$ cat src/core/tcu_defs.svh
// constants for the general-purpose timer/counter
`ifndef TCU_DEFS_SVH
`define TCU_DEFS_SVH

`define TCU_CNT_W       8
`define TCU_DIV_W       11
`define TCU_PRESC_W     4
`define TCU_PRESC_MAX   4'h8
`define TCU_PRESC_EXT   4'h9
`define TCU_DIV_BASE    11'h007
`define TCU_FILT_CYC    3
`define TCU_FILT_W      2
`define TCU_CH_N        2

`endif

$ cat src/core/tcu_pkg.sv
// types shared by the timer/counter
`include "tcu_defs.svh"
package tcu_pkg;

  typedef enum logic [2:0] {
    TCU_FREE_RUN,
    TCU_CLEAR_ON_A,
    TCU_PWM,
    TCU_PPG,
    TCU_EVENT,
    TCU_ONE_SHOT
  } tcu_mode_t;

  typedef struct packed {
    tcu_mode_t                 mode;
    logic [`TCU_PRESC_W-1:0]   presc_sel;
    logic [`TCU_CH_N-1:0]      output_enable_bit;
    logic [`TCU_CH_N-1:0]      active_level_bit;
  } tcu_cfg_t;

  typedef struct packed {
    logic                      overflow_flag;
    logic                      match_a_flag;
    logic                      match_b_flag;
    logic                      capture_flag;
  } tcu_flags_t;

endpackage : tcu_pkg

$ cat src/core/tcu_timer.sv
// up-counter with two compares, one capture, pwm/ppg, event and one-shot modes
//
// How it works
// - clearing the run bit in pwm or ppg mode puts the output at its active level.
// - an output whose enable bit is 0 shows the inverse of its active-level bit.
// - free-running mode counts through matches and flags every match.
// - the prescaler picks fosc over 8 up to 2048 in powers of two, or the external clock.
// - clear-on-match mode restarts the count at compare a, flagging once per period.
// - a pin edge counts only after both levels held for 3 system clocks.
// - every valid capture pin edge, rising or falling, copies the count into capture_reg.
// - free-running mode never clears the counter on capture or compare.
// - pwm mode sets the duty to compare/256 with the period one full count.
// - ppg mode takes its period from compare b and its pulse width from compare a.
// - event mode counts filtered rising edges of the count input pin.
// - in event mode the count equals received pulses minus one.
// - one-shot mode flags one compare a match and then stops at overflow.
// - clearing the overflow flag starts the next one-shot cycle.
`timescale 1ns/1ps
`default_nettype none
`include "tcu_defs.svh"

module tcu_timer
  import tcu_pkg::*;
#(
  parameter int CNT_W = `TCU_CNT_W
) (
  // clock and reset
  input  wire logic              ref_clk_in,
  input  wire logic              rstn_in,
  // control
  input  wire logic              counter_run_bit_in,
  input  wire tcu_cfg_t          cfg_in,
  input  wire logic [CNT_W-1:0]  compare_reg_a_in,
  input  wire logic [CNT_W-1:0]  compare_reg_b_in,
  input  wire tcu_flags_t        flag_clear_in,
  // pins
  input  wire logic              capture_trigger_pin_in,
  input  wire logic              count_input_pin_in,
  output logic [`TCU_CH_N-1:0]   timer_output_pin_out,
  // status
  output logic [CNT_W-1:0]       main_counter_out,
  output logic [CNT_W-1:0]       capture_reg_out,
  output tcu_flags_t             flags_out
);

  // tick when the low divider bits of the chosen ratio are all ones
  function automatic logic presc_tick(input logic [`TCU_DIV_W-1:0]   div,
                                      input logic [`TCU_PRESC_W-1:0] sel);
    logic [`TCU_DIV_W-1:0] mask;
    mask = `TCU_DIV_BASE;
    for (int i = 0; i < int'(`TCU_PRESC_MAX); i++) begin
      if (sel > i[`TCU_PRESC_W-1:0]) begin
        mask = {mask[`TCU_DIV_W-2:0], 1'b1};
      end
    end
    presc_tick = ((div & mask) == mask);
  endfunction : presc_tick

  // prescaler divider, free running
  logic [`TCU_DIV_W-1:0] div_r;
  logic [`TCU_DIV_W-1:0] div_nxt;

  always_comb begin
    div_nxt = div_r + `TCU_DIV_W'(1);
  end

  always_ff @(posedge ref_clk_in or negedge rstn_in) begin
    if (!rstn_in) begin
      div_r <= '0;
    end else begin
      div_r <= div_nxt;
    end
  end

  // pin synchronisers and glitch filters, index 0 capture, 1 count input
  logic [1:0] pin_raw;
  logic [1:0] rise;
  logic [1:0] fall;
  assign pin_raw = {count_input_pin_in, capture_trigger_pin_in};

  for (genvar g = 0; g < 2; g++) begin : g_filt
    logic                  s1_r;
    logic                  s2_r;
    logic                  lvl_r;
    logic                  lvl_nxt;
    logic [`TCU_FILT_W-1:0] cnt_r;
    logic [`TCU_FILT_W-1:0] cnt_nxt;

    // a level must hold for the full count before it is believed
    always_comb begin
      lvl_nxt = lvl_r;
      cnt_nxt = '0;
      if (s2_r != lvl_r) begin
        if (cnt_r == `TCU_FILT_W'(`TCU_FILT_CYC - 1)) begin
          lvl_nxt = s2_r;
        end else begin
          cnt_nxt = cnt_r + `TCU_FILT_W'(1);
        end
      end
    end

    always_ff @(posedge ref_clk_in or negedge rstn_in) begin
      if (!rstn_in) begin
        s1_r  <= 1'b0;
        s2_r  <= 1'b0;
        lvl_r <= 1'b0;
        cnt_r <= '0;
      end else begin
        s1_r  <= pin_raw[g];
        s2_r  <= s1_r;
        lvl_r <= lvl_nxt;
        cnt_r <= cnt_nxt;
      end
    end

    assign rise[g] = lvl_nxt & ~lvl_r;
    assign fall[g] = ~lvl_nxt & lvl_r;
  end

  // count clock selection
  logic tick;
  always_comb begin
    if (cfg_in.mode == TCU_EVENT || cfg_in.presc_sel == `TCU_PRESC_EXT) begin
      tick = rise[1];
    end else if (cfg_in.presc_sel > `TCU_PRESC_MAX) begin
      tick = 1'b0;                                           // undefined ratio holds the count
    end else begin
      tick = presc_tick(div_r, cfg_in.presc_sel);
    end
  end

  // counter, flags, capture and output levels
  logic [CNT_W-1:0]     cnt_r;
  logic [CNT_W-1:0]     cnt_nxt;
  logic [CNT_W-1:0]     cap_r;
  logic [CNT_W-1:0]     cap_nxt;
  tcu_flags_t           flg_r;
  tcu_flags_t           flg_nxt;
  logic                 started_r;
  logic                 started_nxt;
  logic [`TCU_CH_N-1:0] lvl_r;
  logic [`TCU_CH_N-1:0] lvl_nxt;
  logic [`TCU_CH_N-1:0] pin_r;
  logic [`TCU_CH_N-1:0] pin_nxt;
  logic [CNT_W-1:0]     inc;
  logic [`TCU_CH_N-1:0] hit;
  logic                 wrap;
  logic                 pulse_mode;

  always_comb begin
    inc        = cnt_r + CNT_W'(1);
    wrap       = (cnt_r == '1);
    hit        = {inc == compare_reg_b_in, inc == compare_reg_a_in};
    pulse_mode = (cfg_in.mode == TCU_PWM) || (cfg_in.mode == TCU_PPG);
    cnt_nxt     = cnt_r;
    cap_nxt     = cap_r;
    started_nxt = started_r;
    lvl_nxt     = lvl_r;
    // software clears first so that a same-cycle event still sets
    flg_nxt     = flg_r & ~flag_clear_in;

    if (rise[0] || fall[0]) begin
      cap_nxt               = cnt_r;
      flg_nxt.capture_flag  = 1'b1;
    end

    if (!counter_run_bit_in) begin
      started_nxt = 1'b0;
      if (pulse_mode) begin
        lvl_nxt = '1;
      end
    end else if (tick && !started_r) begin
      // first count clock after start only arms, so events read pulses minus one
      started_nxt = 1'b1;
    end else if (tick) begin
      unique case (cfg_in.mode)
        TCU_PPG: begin
          if (cnt_r == compare_reg_b_in) begin
            cnt_nxt              = '0;
            flg_nxt.match_b_flag = 1'b1;
            lvl_nxt[0]           = 1'b1;
          end else begin
            cnt_nxt = inc;
            if (hit[0]) begin
              flg_nxt.match_a_flag = 1'b1;
              lvl_nxt[0]           = 1'b0;
            end
          end
        end
        TCU_CLEAR_ON_A: begin
          cnt_nxt = hit[0] ? '0 : inc;
          if (wrap && !hit[0]) begin
            flg_nxt.overflow_flag = 1'b1;
          end
          if (hit[0]) begin
            flg_nxt.match_a_flag = 1'b1;
            lvl_nxt[0]           = ~lvl_r[0];
          end
          if (hit[1]) begin
            flg_nxt.match_b_flag = 1'b1;
            lvl_nxt[1]           = ~lvl_r[1];
          end
        end
        TCU_ONE_SHOT: begin
          // parked at zero while the overflow flag stands
          if (!flg_r.overflow_flag) begin
            cnt_nxt = inc;
            if (wrap) begin
              flg_nxt.overflow_flag = 1'b1;
            end
            if (hit[0]) begin
              flg_nxt.match_a_flag = 1'b1;
            end
          end
        end
        TCU_PWM: begin
          cnt_nxt = inc;
          if (wrap) begin
            flg_nxt.overflow_flag = 1'b1;
            lvl_nxt               = '1;
          end
          if (hit[0]) begin
            flg_nxt.match_a_flag = 1'b1;
            lvl_nxt[0]           = 1'b0;
          end
          if (hit[1]) begin
            flg_nxt.match_b_flag = 1'b1;
            lvl_nxt[1]           = 1'b0;
          end
        end
        TCU_FREE_RUN, TCU_EVENT: begin
          cnt_nxt = inc;
          if (wrap) begin
            flg_nxt.overflow_flag = 1'b1;
          end
          for (int c = 0; c < `TCU_CH_N; c++) begin
            if (hit[c]) begin
              lvl_nxt[c] = ~lvl_r[c];
            end
          end
          if (hit[0]) begin
            flg_nxt.match_a_flag = 1'b1;
          end
          if (hit[1]) begin
            flg_nxt.match_b_flag = 1'b1;
          end
        end
        default: begin
          cnt_nxt = cnt_r;                                   // illegal mode code holds
        end
      endcase
    end

    // ppg drives only the first output; while running the second rests inactive
    if (cfg_in.mode == TCU_PPG && counter_run_bit_in) begin
      lvl_nxt[1] = 1'b0;
    end

    for (int c = 0; c < `TCU_CH_N; c++) begin
      if (cfg_in.output_enable_bit[c]) begin
        pin_nxt[c] = lvl_nxt[c] ? cfg_in.active_level_bit[c] : ~cfg_in.active_level_bit[c];
      end else begin
        pin_nxt[c] = ~cfg_in.active_level_bit[c];
      end
    end
  end

  always_ff @(posedge ref_clk_in or negedge rstn_in) begin
    if (!rstn_in) begin
      cnt_r     <= '0;
      cap_r     <= '0;
      flg_r     <= '0;
      started_r <= 1'b0;
      lvl_r     <= '0;
      pin_r     <= '0;
    end else begin
      cnt_r     <= cnt_nxt;
      cap_r     <= cap_nxt;
      flg_r     <= flg_nxt;
      started_r <= started_nxt;
      lvl_r     <= lvl_nxt;
      pin_r     <= pin_nxt;
    end
  end

  // outputs straight from flops
  assign timer_output_pin_out = pin_r;
  assign main_counter_out     = cnt_r;
  assign capture_reg_out      = cap_r;
  assign flags_out            = flg_r;

endmodule : tcu_timer
`default_nettype wire

$ cat config.mk
export PLATFORM = sky130hd
export DESIGN_NAME = tcu_timer
export DESIGN_NICKNAME = d
export VERILOG_FILES = /design/src/core/tcu_pkg.sv /design/src/core/tcu_timer.sv
export VERILOG_INCLUDE_DIRS = /design/src /design/src/core
export SDC_FILE = /design/constraint.sdc
export NUM_CORES = 1
export LEC_CHECK = 0
export ABC_AREA = 1
export BUFFER_PORTS_ARGS = -buffer_cell sky130_fd_sc_hd__buf_2
export CORE_MARGIN = 4
export CORE_UTILIZATION = 59
export CTS_CLUSTER_SIZE = 30
export DETAILED_ROUTE_END_ITERATION = 7
export PLACE_DENSITY = 0.92
export SYNTH_ARGS = -nofsm -noshare
export SYNTH_HDL_FRONTEND = slang
export SYNTH_SLANG_ARGS = --single-unit
$ cat constraint.sdc
create_clock -name ref_clk_in -period 4.5 [get_ports ref_clk_in]
set_input_delay 0.45 -clock ref_clk_in [delete_from_list [all_inputs] [get_ports ref_clk_in]]
set_output_delay 0.45 -clock ref_clk_in [all_outputs]
set_load 0.05 [all_outputs]
==> results.py <==
metrics = {
    "run_status": {
        "status": "finished clean",
    },
    "setup_path": {
        "arrival_ns": 2.72,
        "crit_fanout": 8,
        "path_class": "reg -> reg",
        "r2r_cells": 17,
        "cp.required_ns": 4.70,
        "worstSetupStartpoint": "main_counter_out[0]",
        "worst_r2r_startpoint": "main_counter_out[0]",
        "start_kind": "register",
        "setup.worst_path.end_class": "register",
        "r2r_setup_slack_ns": 1.98,
    },
    "grt": {
        "grt_pass1_vias": 2443,
        "antenna_found_initial": 0,
        "grt_max_degree": 47,
        "gr-total-overflow": 0,
        "use_met1_pct": 29.43,
        "grt_pass1_wl_um": 10650,
        "grt_use_met3_pct": 3.783,
        "busiest_layer": "met2",
        "grt.total_usage_pct": 21.62,
        "grt_use_met2_pct": 35.87,
    },
    "synth": {
        "yosysSeqAreaShare_pct": 42.16,
        "async_flop_share_pct": 100.0,
        "synth.avg_cell_area_um2": 7.459,
        "synth_ff_type": "dfrtp_1",
        "ys.warnings.count": 0,
        "synth-edff-count": 0,
        "netlist-cell-type-count": 34,
        "netlist_area_um2": 2730,
        "ys_seq_elements": 46,
        "syn_inst": 366,
        "synthesis.nets": 405,
    },
    "power_and_ir_drop": {
        "p_comb_share_pct": 33.7,
        "seq_power_share_pct": 44.4,
        "p_leak_nw": 1.737,
        "power.share.clock_pct": 22.0,
        "peakVddDrop_v": 0.0003980,
        "finalPower_w": 0.001179,
        "p_per_area_nw_per_um2": 373.8,
        "p_sw_share_pct": 39.12,
        "power.switching_w": 0.0004612,
        "power.internal_w": 0.0007177,
    },
    "cells_and_area": {
        "drive_above_1_share_pct": 22.48,
        "final_cell_mix": "102 x nand2_1, 57 x buf_2, 51 x inv_1",
        "syn2layout_area_growth_pct": 15.54,
        "fin_nets": 465,
        "final_util_pct": 71.46,
        "final_common_cell": "nand2_1",
        "n_antenna_cell": 0,
    },
    "clock_tree": {
        "cts_sinks": 46,
        "cts_hold_buf": 0,
        "cts-htree-levels": 2,
        "cts.clk_slew.worst_paths_ns": 0.09,
        "cts_resized": 0,
        "clockRootBuffer": "clkbuf_8",
        "cts_tree": "done",
        "post_cts_buffers": 0,
        "clk_latency_ns": 0.29,
        "numCtsBuffers": 5,
        "clockBufferDepth": 2,
    },
    "timing": {
        "rsz0062_at_grt": "false",
        "final-setup-viol-count": 0,
        "finalHoldViolations": 0,
        "fin_tns_setup_ns": 0,
        "whs_ns": 0.2647,
        "min_period_ns": 2.523,
        "slew_headroom_pct": 34.26,
        "finalCritPeriodShare_pct": 56.07,
        "tightest_slew_ns": 0.9861,
        "fmax_ghz": 0.3963,
        "clock_skew_ns": 0.007106,
        "drv_slew": 0,
    },
    "run": {
        "max_cap_viol_count": 0,
    },
    "route": {
        "wl_per_cell_um": 12.52,
        "first_iter_violations": 184,
        "drc_errors": 0,
        "vias": 2553,
        "routed_wl_um": 5995,
        "viasPerCell": 5.330,
        "antenna_left": 0,
        "dr.pass1.iters": 8,
    },
    "placement": {
        "gp_congestion": 0.9178,
        "dp_hpwl_um": 4716,
        "numPortBuffers": 57,
    },
    "floorplan": {
        "initial_utilization_pct": 61.85,
        "die_width_um": 76.03,
        "core_um2": 4414,
        "die_y_um": 76.03,
        "die-area_um2": 5780,
        "fp-row-count": 24,
        "io_pins": 58,
    },
    "hold_path": {
        "hold_path_class": "in -> reg",
        "min_from": "capture_trigger_pin_in",
        "hold_depth": 1,
    },
}
[flip-flops by register name, summed over array words and instances, names as in the netlist, 2 cells and up]
name                  flops
g_filt.cnt_r              4
g_filt.s2_r               2
lvl_r                     2
main_counter_out          8
flags_out                 4
g_filt.lvl_r              2
timer_output_pin_out      2
capture_reg_out           8
div_r                    11
g_filt.s1_r               2
[synth_stat cells (2+ instances only)]
cell type    n  area, um^2
nand2_1    102       382.9
inv_1       51       191.4
dfrtp_1     46        1151
nor2_1      35       131.4
o21ai_0     23       115.1
nand3_1     22       110.1
nand2_2     11       68.82
xnor2_1     11       96.34
xor2_1       8       70.07
nor2_2       7       43.79
nand4_1      6       37.54
o22ai_1      6       37.54
a21oi_1      4       20.02
nor3_1       4       20.02
ha_1         3       37.54
inv_2        3       11.26
nand3b_1     3       22.52
nor2_4       3       33.78
buf_2        2       10.01
nand3_2      2       20.02
[cells by family (layout without fill, tap and decap cells)]
family / after synthesis / in the layout / share of synthesized area (%)
and+or+nand+nor: 198 / 198 / 33.00
buffers and inverters: 58 / 119 / 8.203
DFF: 46 / 46 / 42.16
AOI/OAI and AO/OA: 40 / 40 / 8.387
xor gates and xnor gates: 19 / 19 / 6.095
adders and majority gates: 3 / 3 / 1.375
muxes: 2 / 2 / 0.7791
[power by group through the flow]
stage	Combinational [W]	Sequential, W	Clock [W]
2_1_floorplan	0.000143	0.000679	0
3_3_place_gp	0.000389	0.000527	0
3_5_place_dp	0.000399	0.000531	0
4_1_cts	0.000400	0.000523	0.000266
5_1_grt	0.000432	0.000532	0.000285
6_report	0.000397	0.000523	0.000259
[final cells by class]
class                   count  area, um^2
flip-flops and latches     46        1151
clock buffers               6       82.58
well taps                  52       65.06
multi-input cells         262        1355
clock inverters             2       12.51
inverters                  54       202.7
repair buffers             57       285.3
fillers                   348        1260
[worst paths after layout]
kind | to
worst min register to register | g_filt[1].s2_r
min in group asynchronous | g_filt[0].lvl_r
worst min-delay path | g_filt[0].s1_r
max in group asynchronous | timer_output_pin_out[1]
worst max-delay path | timer_output_pin_out[0]
worst max register to register | timer_output_pin_out[0]
[through the flow]
step,cell area [um^2],instances,worst slack (ns)
global route,3154,479,1.725
CTS,3154,479,2.010
finish,3154,479,1.977
floorplan,2730,366,1.850
global placement,3059,471,2.129
detailed placement,3059,471,2.018
[metal layers]
metal / share of wire, % / routed length (um) / vias up
met5: 0 / 0 / -
met4: 1.7 / 104 / 0
met3: 8.4 / 504 / 13
met2: 48 / 2861 / 110
met1: 42 / 2525 / 1161
li1: - / - / 1269
[worst max-delay path, stage by stage, from the launching register on]
cell	delay [ns]
dfrtp_1	0.51
ha_1	0.25
nand3_1	0.15
nor2_2	0.16
nand3_1	0.10
nand3b_1	0.11
nand2_1	0.07
nor2_2	0.08
nand3_2	0.10
ha_1	0.29
a2bb2oi_1	0.15
nand3_1	0.10
nand2_1	0.09
nand2_2	0.07
nand2_2	0.06
nand2_1	0.04
nand2_1	0.05
inv_1	0.03
(Power assumes the default switching activity.)
